--- src/common/ddscw_map.svh ---
// Constant map of the oscillator control word decoder.
// Assumes inclusion by the package and the decoder only.
`ifndef DDSCW_MAP_SVH
`define DDSCW_MAP_SVH
// ------------------------------------------------------------
// Word addresses (top two bits of each serial word)
// ------------------------------------------------------------
`define DDSCW_ADR_CTL   2'h0
`define DDSCW_ADR_TW0   2'h1
`define DDSCW_ADR_TW1   2'h2
`define DDSCW_ADR_OFS   2'h3
// ------------------------------------------------------------
// Widths and counts
// ------------------------------------------------------------
`define DDSCW_WORD_BITS 16
`define DDSCW_BIT_LAST  5'h0f
`define DDSCW_ACC_W     28
`define DDSCW_HALF_W    14
`define DDSCW_PH_W      12
`define DDSCW_DAC_W     10
// ------------------------------------------------------------
// Reset values and amplitude constants
// ------------------------------------------------------------
`define DDSCW_RST_CTL   16'h0000
`define DDSCW_RST_TW    28'h0000000
`define DDSCW_RST_OW    12'h000
`define DDSCW_RST_HALF  14'h0000
`define DDSCW_RST_CNT   5'h00
`define DDSCW_MID       10'h200
`define DDSCW_AMP_MAX   10'h1ff
`endif

--- src/common/ddscw_pkg.sv ---
// Types shared by the control word decoder and its bench.
// Assumes ddscw_map.svh is on the include path.
`include "ddscw_map.svh"
package ddscw_pkg;
  // ----------------------------------------------------------
  // Control word, laid out bit for bit as it arrives
  // ----------------------------------------------------------
  typedef struct packed {
    logic [1:0] adr;
    logic       full_word_load;
    logic       half_select;
    logic       tuning_select;
    logic       offset_select;
    logic [2:0] upper_rsv;
    logic       dac_powerdown;
    logic       msb_output_enable;
    logic       rsv4;
    logic       msb_no_halving;
    logic       rsv2;
    logic       wave_ramp;
    logic       rsv0;
  } ddscw_ctl_t;
  // ----------------------------------------------------------
  // Output bundle towards the analog output pin
  // ----------------------------------------------------------
  typedef struct packed {
    logic                      dac_active;
    logic                      dac_to_pin;
    logic                      msb_bit;
    logic [`DDSCW_DAC_W-1:0]   dac_code;
  } ddscw_out_t;
  // ----------------------------------------------------------
  // Whole state of the decoder
  // ----------------------------------------------------------
  typedef struct packed {
    logic [1:0]                     sclk_sync;
    logic [1:0]                     serial_data_in_sync;
    logic [1:0]                     frame_sync_b;
    logic                           sclk_prev;
    logic                           frame_prev_b;
    logic [`DDSCW_WORD_BITS-2:0]    shift;
    logic [4:0]                     cnt;
    ddscw_ctl_t                     ctl;
    logic [1:0][`DDSCW_ACC_W-1:0]   tw;
    logic [1:0][`DDSCW_PH_W-1:0]    ow;
    logic                           pend;
    logic                           pend_idx;
    logic [`DDSCW_HALF_W-1:0]       pend_low;
    logic [`DDSCW_ACC_W-1:0]        acc;
    logic                           msb_prev;
    logic                           msb_half;
    ddscw_out_t                     out;
  } ddscw_state_t;
endpackage

--- src/verilog/ddscw_decoder.sv ---
// Serial control word decoder and oscillator core.
// Assumes the serial pins are asynchronous to ref_clk and that the
// serial clock runs well below a quarter of ref_clk.
`include "ddscw_map.svh"

// Functional notes
// (RULE1) Power-down bit set turns the DAC off; clear keeps it on.
// (RULE2) MSB-output bit set routes DAC data MSB, direct or halved, to pin.
// (RULE3) MSB-output bit clear routes the DAC to the pin, sine or ramp.
// (RULE4) MSB mode: no-halving bit 1 passes MSB, 0 passes MSB divided by two.
// (RULE5) Waveform bit 1 gives ramp from phase; 0 gives sine lookup. The code computes a parabolic sine with no table.
// (RULE6) Writer keeps waveform bit 0 while MSB output is enabled.
// (RULE7) Writer writes zero into reserved control bits D4, D2, D0.
// (RULE8) Two 28-bit tuning words; tuning select picks word 0 or 1.
// (RULE9) Two 12-bit offsets; offset select picks which is added.
// (RULE10) Accumulator adds selected tuning word every clock.
// (RULE11) Output phase shifts by offset times two pi over 4096.
// (RULE12) Address 01 writes tuning word 0, 10 tuning word 1, 14 bits.
// (RULE13) Address 00 writes the control bits.
// (RULE14) Full-word mode: two writes to one address, low half then high.
// (RULE15) Split mode: each write changes only one 14-bit half.
// (RULE16) Split mode: half select 1 is high half, 0 low half.
// (RULE17) Full-word mode: word changes only once both halves arrived.
// (RULE18) Address 11 writes offset word chosen by D13, low 12 bits.
// (RULE19) One 16-bit word per frame, MSB first, acted on after 16 bits.
module ddscw_decoder (
  // Clock and reset
  input  wire logic              ref_clk,
  input  wire logic              rst_b,
  // Serial load pins
  input  wire logic              serial_clk_in,
  input  wire logic              serial_data_in,
  input  wire logic              load_frame_b,
  // Towards the analog output pin
  output ddscw_pkg::ddscw_out_t  analog_output_pin
);

  ddscw_pkg::ddscw_state_t     q;
  ddscw_pkg::ddscw_state_t     next_q;
  logic                        sclk_fall;
  logic                        frame_start;
  logic                        load;
  logic [`DDSCW_WORD_BITS-1:0] word;
  logic [`DDSCW_PH_W-1:0]      phase;
  logic [`DDSCW_DAC_W-1:0]     ramp_code;
  logic [`DDSCW_DAC_W-1:0]     sine_code;
  logic [`DDSCW_DAC_W-1:0]     wave_code;
  logic [21:0]                 prod;
  logic [`DDSCW_DAC_W-1:0]     amp;
  logic [`DDSCW_PH_W-2:0]      x;

  // ----------------------------------------------------------
  // Serial framing
  // ----------------------------------------------------------
  // Edge detectors look only at the second sync stage.
  assign sclk_fall   = q.sclk_prev & ~q.sclk_sync[1];
  assign frame_start = q.frame_prev_b & ~q.frame_sync_b[1];
  assign load = ~q.frame_sync_b[1] & sclk_fall
              & (q.cnt == `DDSCW_BIT_LAST); // RULE19
  assign word = {q.shift, q.serial_data_in_sync[1]};

  // ----------------------------------------------------------
  // Waveform generation
  // ----------------------------------------------------------
  // Offset adds into the top 12 bits, one step = 2*pi/4096.
  assign phase = q.acc[`DDSCW_ACC_W-1 -: `DDSCW_PH_W]
               + q.ow[q.ctl.offset_select]; // RULE9 RULE11
  assign ramp_code = phase[`DDSCW_PH_W-1] ?
                     ~phase[`DDSCW_PH_W-2:1] : phase[`DDSCW_PH_W-2:1];
  // Parabolic sine: cheap, no table, a few percent of distortion.
  assign x    = phase[`DDSCW_PH_W-2:0];
  assign prod = 22'(x) * (22'h000800 - 22'(x));
  assign amp  = (prod[21:11] > 11'(`DDSCW_AMP_MAX)) ?
                `DDSCW_AMP_MAX : prod[20:11];
  assign sine_code = phase[`DDSCW_PH_W-1] ?
                     `DDSCW_MID - amp : `DDSCW_MID + amp;
  assign wave_code = q.ctl.wave_ramp ? ramp_code : sine_code; // RULE5

  // ----------------------------------------------------------
  // Next state
  // ----------------------------------------------------------
  always_comb begin
    next_q = q;
    next_q.sclk_sync    = {q.sclk_sync[0], serial_clk_in};
    next_q.serial_data_in_sync   = {q.serial_data_in_sync[0], serial_data_in};
    next_q.frame_sync_b = {q.frame_sync_b[0], load_frame_b};
    next_q.sclk_prev    = q.sclk_sync[1];
    next_q.frame_prev_b = q.frame_sync_b[1];

    // Bits beyond the sixteenth are ignored until the frame ends.
    if (frame_start || q.frame_sync_b[1]) begin
      next_q.cnt = `DDSCW_RST_CNT; // RULE19
    end else if (sclk_fall && q.cnt <= `DDSCW_BIT_LAST) begin
      next_q.shift = word[`DDSCW_WORD_BITS-2:0];
      next_q.cnt   = q.cnt + 5'h01;
    end

    if (load) begin
      case (word[15:14])
        `DDSCW_ADR_CTL: begin
          next_q.ctl  = ddscw_pkg::ddscw_ctl_t'(word); // RULE13
          next_q.pend = 1'b0;
        end
        `DDSCW_ADR_TW0, `DDSCW_ADR_TW1: begin
          // Address 01 maps to word 0, address 10 to word 1.
          if (q.ctl.full_word_load) begin
            if (q.pend && q.pend_idx == word[15]) begin
              next_q.tw[word[15]] = {word[13:0], q.pend_low}; // RULE14
              next_q.pend         = 1'b0; // RULE17
            end else begin
              next_q.pend     = 1'b1; // RULE17
              next_q.pend_idx = word[15];
              next_q.pend_low = word[13:0]; // RULE14
            end
          end else if (q.ctl.half_select) begin
            next_q.tw[word[15]][27:14] = word[13:0]; // RULE15 RULE16
          end else begin
            next_q.tw[word[15]][13:0] = word[13:0]; // RULE12 RULE16
          end
        end
        `DDSCW_ADR_OFS: begin
          next_q.ow[word[13]] = word[11:0]; // RULE18
        end
        default: begin
          next_q.pend = q.pend;
        end
      endcase
    end

    next_q.acc = q.acc + q.tw[q.ctl.tuning_select]; // RULE10 RULE8

    // Halved MSB: toggles once per full period of the MSB.
    next_q.msb_prev = wave_code[`DDSCW_DAC_W-1];
    if (wave_code[`DDSCW_DAC_W-1] && !q.msb_prev) begin
      next_q.msb_half = ~q.msb_half;
    end
    next_q.out.dac_active = ~q.ctl.dac_powerdown; // RULE1
    next_q.out.dac_to_pin = ~q.ctl.msb_output_enable; // RULE2 RULE3
    next_q.out.dac_code   = wave_code; // RULE3
    next_q.out.msb_bit    = q.ctl.msb_no_halving ?
                            wave_code[`DDSCW_DAC_W-1] : // RULE4
                            q.msb_half;
  end

  // ----------------------------------------------------------
  // State register
  // ----------------------------------------------------------
  always_ff @(posedge ref_clk) begin
    if (!rst_b) begin
      next_q_reset : begin
        q              <= '0;
        // Serial clock idles high; starting high avoids a false fall
        q.sclk_sync    <= 2'h3;
        q.sclk_prev    <= 1'h1;
        q.serial_data_in_sync   <= 2'h0;
        q.frame_sync_b <= 2'h3;
        q.frame_prev_b <= 1'b1;
        q.cnt          <= `DDSCW_RST_CNT;
        q.ctl          <= ddscw_pkg::ddscw_ctl_t'(`DDSCW_RST_CTL);
        q.tw           <= {`DDSCW_RST_TW, `DDSCW_RST_TW};
        q.ow           <= {`DDSCW_RST_OW, `DDSCW_RST_OW};
        q.pend_low     <= `DDSCW_RST_HALF;
        q.acc          <= `DDSCW_RST_TW;
        q.out.dac_active <= 1'b1;
        q.out.dac_to_pin <= 1'b1;
        q.out.dac_code   <= `DDSCW_MID;
      end
    end else begin
      q <= next_q;
    end
  end

  assign analog_output_pin = q.out;
endmodule

--- config.mk ---
export PLATFORM = sky130hd
export DESIGN_NAME = ddscw_decoder
export DESIGN_NICKNAME = d
export VERILOG_FILES = /design/src/common/ddscw_pkg.sv /design/src/verilog/ddscw_decoder.sv
export VERILOG_INCLUDE_DIRS = /design/src /design/src/common
export SDC_FILE = /design/constraint.sdc
export NUM_CORES = 1
export LEC_CHECK = 0
export BUFFER_PORTS_ARGS = -buffer_cell sky130_fd_sc_hd__buf_2
export CAP_MARGIN = 25
export CORE_MARGIN = 1
export CORE_UTILIZATION = 65
export CTS_CLUSTER_SIZE = 12
export DETAILED_ROUTE_END_ITERATION = 8
export MAX_ROUTING_LAYER = met4
export PLACE_DENSITY = 0.82
export REMOVE_ABC_BUFFERS = 1
export SLEW_MARGIN = 40
export SYNTH_ARGS = -nofsm -noshare
export SYNTH_HDL_FRONTEND = slang
export SYNTH_SLANG_ARGS = --single-unit
--- constraint.sdc ---
create_clock -name ref_clk -period 10.6 [get_ports ref_clk]
set_clock_uncertainty 0.2 [all_clocks]
set_input_delay 0.53 -clock ref_clk [delete_from_list [all_inputs] [get_ports ref_clk]]
set_output_delay 0.53 -clock ref_clk [all_outputs]
set_load 0.1 [all_outputs]
# Yosys cells after proc, flatten, opt, wreduce, memory -nomap -nowiden
# Cells that the tools add are included.
word_totals:
  register_bits: 175
  out_inout_bits: 13
  wordCells: 109
  in_bits: 5
op_classes:
  n_reduce_logical: 17
  multipliers: 1
  bitwise_logic: 13
  add_sub_neg: 6
  order_cmp: 8
  eq_ne: 7
  mux: 28
ops:
  columns: ["op", "n"]
  rows:
  - ["bitwise mux 56 bit", 3]
  - ["2-to-1 mux 56 bit", 3]
  - ["2-to-1 mux 28 bit", 4]
  - ["demux 28 bit (select 1 bit)", 3]
  - ["2-to-1 mux 10 bit", 4]
  - ["2-to-1 mux 12 bit", 3]
  - ["adder 28 bit", 1]
  - ["bitwise mux 24 bit", 1]
  - ["multiplier 12 x 13 -> 22 bit", 1]
  - ["2-to-1 mux 16 bit", 1]
  - ["2-to-1 mux 15 bit", 1]
  - ["2-to-1 mux 14 bit", 1]
  - ["subtractor 12 x 11 -> 13 bit (first input constant)", 1]
  - ["adder 12 bit", 1]
  - ["demux 12 bit (select 1 bit)", 1]
  - ["> comparator 11 x 9 -> 1 bit (second input constant)", 1]
  - ["adder 10 bit (first input constant)", 1]
  - ["NOT 10 bit", 1]
  - ["subtractor 10 bit (first input constant)", 1]
  - ["less-than comparator 1 x 2 -> 1 bit (second input constant)", 4]
  - ["NOT 1 bit", 8]
  - ["AND reduction 2 bit", 3]
  - ["AND reduction 3 bit", 2]
  - ["adder 5 x 1 -> 5 bit (second input constant)", 1]
  - ["other kinds (18)", 29]

# Longest topological paths before layout
# Gate-level depths: netlist (run 1).
depth:
  depth_word: 11
  ltp_mapped: 39
  ltp_nobuf: 37

# Worst setup path after synthesis (run 1)
# No wires, ideal clock.
synth_path:
  path_type: "register -> register"
  start: "register q[149] (netlist name)"
  end: "register q (netlist bit analog_output_pin[8])"
  setup_time_ns: 0.116
  period_less_slack_ns: 9.745
  arrival_ns: 9.429
  t_required_ns: 10.284
  n_path_buf: 4
  path_slack_ns: 0.855
  stages_incl_launch_ff: 40
  path_cell_list: "dfxtp_1 buf_1 mux2i_1 inv_1 ha_1 a211o_2 a2111oi_2 or3_1 nand2_1 nor2_1 xor2_1 clkbuf_1 inv_1 nor3_1 ha_1 clkbuf_1 nand2b_1 fa_1 [... 4 more ...] inv_1 fa_1 inv_1 ha_1 buf_2 a21o_1 a21o_1 a211oi_1 o31ai_4 a221oi_4 mux2i_1 a21oi_1 ha_1 o21ai_0 nor3_1 a41oi_1 xor2_1 o211a_1"
synth_between:
  elab_chain_len: 10
  elab_cells_between_ends: 13
  classes_between: "4 x add/sub; 1 x mul; 1 x order compare; 6 x mux; 1 x bitwise"
synth_rtl:
  columns: ["item", "line_no", "source"]
  rows:
  - ["start: declaration", "ddscw_decoder.sv:38", "ddscw_pkg::ddscw_state_t q;"]
  - ["start signal: assignment", "ddscw_decoder.sv:169", "q <= next_q;"]
  - ["2-to-1 mux 12 bit (not written as such) (*) (2 in series)", "ddscw_decoder.sv:67", "+ q.ow[q.ctl.offset_select];"]
  - ["adder 12 bit (*)", "ddscw_decoder.sv:66", "assign phase = q.acc[`DDSCW_ACC_W-1 -: `DDSCW_PH_W]"]
  - ["subtractor 12 x 11 -> 13 bit", "ddscw_decoder.sv:72", "assign prod = 22'(x) * (22'h000800 - 22'(x));"]
  - ["multiplier 12 x 13 -> 22 bit", "ddscw_decoder.sv:72", null]
  - ["> comparator 11 x 9 -> 1 bit", "ddscw_decoder.sv:73", "assign amp = (prod[21:11] > 11'(`DDSCW_AMP_MAX)) ?"]
  - ["2-to-1 mux 10 bit", "ddscw_decoder.sv:73", null]
  - ["adder 10 bit (no line) or subtractor 10 bit (tied branches)", null, null]
  - ["2-to-1 mux 10 bit", "ddscw_decoder.sv:75", "assign sine_code = phase[`DDSCW_PH_W-1] ?"]
  - ["2-to-1 mux 10 bit (*)", "ddscw_decoder.sv:77", "assign wave_code = q.ctl.wave_ramp ? ramp_code : sine_code;"]
# Mark *: on every way between the ends. The rest lies on a longest branch, timed or not. The select of a mux whose other input is x is not followed.
# A chain may end at the register's enable or synchronous reset.

# Final worst setup path (run 1)
# Ends and elaborated chain as after synthesis.

==> results of run 1 <==
[stage by stage]
| stage | hold slack (ps) | setup slack [ps] | instances | TNS (ps) |
|---|---|---|---|---|
| 3_5_place_dp | 171 | 435 | 1758 | 0 |
| 4_1_cts | 70.0 | 437 | 1790 | 0 |
| 2_1_floorplan | 158 | 962 | 1460 | 0 |
| 6_report | 86.1 | 576 | 1790 | 0 |
| 3_3_place_gp | 165 | 778 | 1758 | 0 |
| 5_1_grt | 81.5 | -22.5 | 1790 | -22.5 |
[area by class of cell]
class	count	area [µm²]	share of cell area, %
Clock inverter	11	123	0.876
Timing Repair Buffer	33	205	1.47
Sequential cell	175	3500	25.0
Inverter	149	562	4.01
Clock buffer	21	480	3.43
Tap cell	265	332	2.37
Multi-Input combinational cell	1136	8800	62.8
[per-layer routing]
layer | up-vias | track usage (%) | wire, µm
li1 | 5049 | - | -
met1 | 5058 | 36.6 | 12600
met2 | 298 | 52.9 | 14900
met3 | 62 | 4.54 | 1370
met4 | 0 | 12.0 | 822
met5 | - | - | 0
[cells by family (layout without fill, tap and decap cells)]
group	Yosys count	in the layout	share of synthesized area (%)
buf+inv	237	214	7.42
other cells	2	10	0.0568
mux	76	76	6.11
fa+ha+maj	203	203	24.3
simple gates	527	527	18.5
compound gates	262	262	13.2
flops	175	175	26.5
xor+xnor	58	58	3.85
[layout by cell type, fill, tap and decap left out, types with 8 or more instances in the layout]
master       n
nor3b_1     11
xor2_1      27
mux2i_1     39
or2_2        8
clkbuf_16   17
and2_1      12
o21a_1       8
nand3_1     24
nand2b_1    61
nor3_1      22
conb_1      10
mux2_2      37
inv_1      145
nor2b_1     12
a211oi_1    26
fa_1        89
buf_4       16
dfxtp_1    174
a21oi_1    116
nor2_1     147
and3_1      10
a21o_1      10
o21ai_0     28
buf_2       17
xnor2_1     28
ha_1       114
or3_1        9
nand2_1    189
[path summary, 6_finish.rpt]
path                 start  slack, ps  cells after the start                    end
max reg2reg         q[149]        580                     39   analog_output_pin[8]
min reg2reg         q[144]        190                      1  analog_output_pin[11]
max                 q[149]        580                     39   analog_output_pin[8]
min          serial_clk_in         90                      2            next_q[182]
[registers in the layout, indices dropped and copies added (netlist names)]
signal and flops:
analog_output_pin 13, next_q 5, q 157
[timing repair]
action / 4_1_cts / 5_1_grt
gates resized for setup: 0 / 2
hold buffers: 0 / 0
setup endpoints to repair: 0 / 2
[worst max-delay path, delay by kind of cell (launching register included)]
family	cells	cell delay (ps)
flops	1	310
buf+inv	7	760
simple gates	7	1120
mux	2	470
compound gates	11	2530
xor+xnor	2	580
fa+ha+maj	10	3960
[report_power, final]
| group | internal (mW) | leakage, nW | switching, mW |
|---|---|---|---|
| registers | 0.664 | 1.42 | 0.00373 |
| clock network | 0.355 | 0.295 | 0.273 |
| logic | 0.0623 | 4.56 | 0.126 |
| total | 1.08 | 6.27 | 0.403 |
==> impl_metrics.tcl, run 1 <==
set metrics [dict create \
    synthCells 1540 \
    synth_top_flop_cell "dfxtp_1" \
    synth_area_leader_cell "dfxtp_1" \
    num_antenna_cells 0 \
    clock_latency_ps 430 \
    final_antenna_net_count 0 \
    powerDensity_nw_per_um2 106 \
    cts_buffer_depth 2 \
    synth_seq_cells 175 \
    power_mw 1.48 \
    synth_top_area_share_pct 26.5 \
    cellLeakagePower_nw 6.27 \
    drc 0 \
    grt_pass1_wl_um 49100 \
    rows 51 \
    synth_common_cells "189 x nand2_1, 175 x dfxtp_1, 150 x nor2_1" \
    slew_headroom_pct 45.6 \
    dpl.hpwl_um 21800 \
    ys_warn_count 0 \
    status "finished clean" \
    setup.worst_path.end_class "flop" \
    initial_utilization_pct 67.0 \
    routed_wl_um 29700 \
    clk_pin_slew_ps 70 \
    vias 10500 \
    htree_num_levels 4 \
    port_buffers 17 \
    synth_most_common_cell "nand2_1" \
    clock_sinks 175 \
    ys_types 81 \
    avgSynthCellArea_um2 8.58 \
    drtIter0Drc 637 \
    period_needed_ps 10020 \
    grt_max_degree 80 \
    detail_route.first_pass.iterations 6 \
    cts_tree "done" \
    grt_antenna_before_repair 0 \
    cts_setup_buffers 0 \
    final_area_um2 14000 \
    nFillCells 1470 \
    die_x_um 145 \
    setup_violations 0 \
    syn2layout_area_growth_pct 6.00 \
    worstPathRequired_ps 10730 \
    coreArea_um2 19700 \
    crit_type "flop to flop" \
    ios 18 \
    ys_seq_area_share_pct 26.5 \
    cp_data_arrival_time_ps 10150 \
    numCtsBuffers 17 \
    avgViaCountPerCell 5.85 \
    cp_max_fo 13 \
    synth_edf_count 0 \
    fin_util_pct 71.0 \
    postPlaceCellArea_um2 13400 \
    slowest_delay_ps 540 \
    cap_violations 0 \
    start_kind "flop" \
    fin_crit_sh_pct 94.6 \
    place_congestion 0.897 \
    slew_violations 0 \
    grt_remaining_overflow 0 \
    timing_hold_violations_final 0 \
    synthTopCellsByArea "dfxtp_1 27%, fa_1 13%, ha_1 11%" \
    drive_gt1_share_pct 9.38 \
    wire_per_inst_um 16.6 \
    crit_path_frequent_cell "fa_1" \
    grt_pass1_vias 10300 \
    layout.nets 1720 \
    tightest_slew_ps 816 \
    hold_class "input pin to flop" \
    root_buffer "clkbuf_16" \
    die-area_um2 20900 \
    die_h_um 145 \
    max_clock_freq_mhz 99.8 \
    netlist_area_um2 13200 \
    grt_util_all_layers_pct 30.9 \
    async_flop_share_pct 0 \
    ir_worst_vdd_v 0.000126 \
    critPathSlowestCell "fa_1" \
]
Note: power is estimated with default switching activity, not from simulation.
==> run 2, diff against run 1 <==
--- a/config.mk
+++ b/config.mk
@@ -12,6 +12,7 @@
 export CORE_UTILIZATION = 65
 export CTS_CLUSTER_SIZE = 12
 export DETAILED_ROUTE_END_ITERATION = 8
+export GPL_TIMING_DRIVEN = 0
 export MAX_ROUTING_LAYER = met4
 export PLACE_DENSITY = 0.82
 export REMOVE_ABC_BUFFERS = 1
==> constraint.sdc (replaced) <==
create_clock -name ref_clk -period 10.6 [get_ports ref_clk]
set_clock_uncertainty 0.2 [all_clocks]
set_input_delay 0.53 -clock ref_clk [delete_from_list [all_inputs] [get_ports ref_clk]]
set_output_delay 0.53 -clock ref_clk [all_outputs]
set_load 0.02 [all_outputs]
==> run 2 against run 1 <==
  * Sequential share of layout area fell by 0.16 points
  * Non-clock buffer count fell by 5
  * Worst setup slack got worse by 50 ps
  * Clock power fell by 4.6%
  * Utilization rose by 0.57 points
  * Hold slack got worse by 4.7 ps
  * Critical endpoint unchanged
  * Global-route usage fell by 0.47 points
  * Critical path type unchanged
  * First-iteration DRC count fell by 8.9%
  * Final cell count fell by 0.28%
  * Flip-flop and latch count did not move
==> impl_metrics.tcl, run 2 (same netlist as run 1, synthesis figures left out) <==
set metrics [dict create \
    multiInputGateArea_um2 8920 \
    layout.nets 1715 \
    hold_class "input pin to flop" \
    initial_utilization_pct 67.0 \
    avgViaCountPerCell 5.85 \
    cp_top_family "adder cells" \
    htree_num_levels 4 \
    cts_buffer_depth 2 \
    slew_violations 0 \
    die_h_um 145 \
    final_common_cell "nand2_1" \
    critPathSlowestCell "xor2_2" \
    wire_per_inst_um 16.5 \
    fin_ws_ps 525 \
    cp_max_fo 14 \
    cellLeakagePower_nw 6.25 \
    slowest_delay_ps 660 \
    clk_pin_slew_ps 70 \
    tightest_slew_ps 852 \
    port_buffers 17 \
    cts_tree "done" \
    regMostFlops "q" \
    grt_max_degree 65 \
    setup.worst_path.end_class "flop" \
    routed-wl-met2_um 15100 \
    final_area_um2 14100 \
    max_clock_freq_mhz 99.3 \
    timing_hold_violations_final 0 \
    fin_crit_sh_pct 95.0 \
    detail_route.first_pass.iterations 5 \
    vias 10400 \
    clock_latency_ps 430 \
    rows 51 \
    seqCellArea_um2 3510 \
    die_x_um 145 \
    top_layer_used "met4" \
    drive_gt1_share_pct 10.3 \
    crit_path_frequent_cell "fa_1" \
    coreArea_um2 19700 \
    most-common-layout-cells "189 x nand2_1, 172 x dfxtp_1, 144 x inv_1, 143 x nor2_1, 115 x a21oi_1" \
    syn2layout_area_growth_pct 6.86 \
    grt_antenna_before_repair 0 \
    numCtsBuffers 17 \
    grt_remaining_overflow 0 \
    crit_type "flop to flop" \
    place_congestion 0.863 \
    ir_worst_vdd_v 0.000127 \
    ios 18 \
    m1WireLength_um 12500 \
    cp_data_arrival_time_ps 10250 \
    routed_wl_um 29500 \
    slew_headroom_pct 42.9 \
    largest_register_ffs 157 \
    start_kind "flop" \
    grt_util_all_layers_pct 30.4 \
    final_antenna_net_count 0 \
    path_buf_inv 4 \
    postPlaceCellArea_um2 13400 \
    period_needed_ps 10070 \
    worstPathRequired_ps 10770 \
    grt_pass1_wl_um 48800 \
    dp_slack_ps -605 \
    clock_sinks 175 \
    root_buffer "clkbuf_16" \
    powerDensity_nw_per_um2 102 \
    setup_violations 0 \
    grt_pass1_vias 10200 \
    drtIter0Drc 580 \
    num_antenna_cells 0 \
    die-area_um2 20900 \
    cap_violations 0 \
    rsz0062_at_grt "false" \
    wl_met3_um 1240 \
    nFillCells 1443 \
    drc 0 \
    status "finished clean" \
    dpl.hpwl_um 21600 \
]
## run 2: what timing repair did
| action | CTS | global route |
|---|---|---|
| endpoints found under the hold margin | 0 | 0 |
| setup endpoints to repair | 5 | 4 |
| pin swaps | 2 | 0 |
| buffers inserted | 2 | 4 |
| resized for setup | 4 | 9 |
| hold buffers | 0 | 0 |
## run 2: layout make-up
class                           count  share of cell area, %
Clock buffer                       19                   3.14
Clock inverter                     13                  0.886
Inverter                          149                   4.00
Multi-Input combinational cell   1136                   63.2
Sequential cell                   175                   24.9
Tap cell                          265                   2.35
Timing Repair Buffer               28                   1.60
## run 2: power breakdown
| group | internal, mW | switching [mW] |
|---|---|---|
| clock network | 0.316 | 0.283 |
| registers | 0.663 | 0.00299 |
| logic | 0.0643 | 0.105 |
| total | 1.04 | 0.391 |
## run 2: final timing paths
check	to	cells after the start	startpoint	slack (ps)
setup / recovery	analog_output_pin[8]	34	q[149]	530
hold / removal	next_q[182]	2	serial_clk_in	80
setup reg to reg	analog_output_pin[8]	34	q[149]	530
hold reg to reg	analog_output_pin[11]	1	q[144]	190
## run 2: per-stage QoR
stage          utilization [%]  power, mW  std cells  TNS [ps]  hold slack [ps]
2_1_floorplan                -      0.802       1460         0              158
3_3_place_gp              67.1      0.839       1742     -1420              165
3_5_place_dp              68.1      0.847       1747     -1490              174
4_1_cts                   71.2       1.44       1781         0             74.9
5_1_grt                   71.6       1.49       1785         0             69.0
6_report                  71.6       1.43       1785         0             81.4
## run 2: layer usage
layer,track usage [%],vias to the layer above
met2,53.2,275
met1,36.2,5070
met4,9.47,0
met3,4.14,58
met5,-,-
li1,-,5036
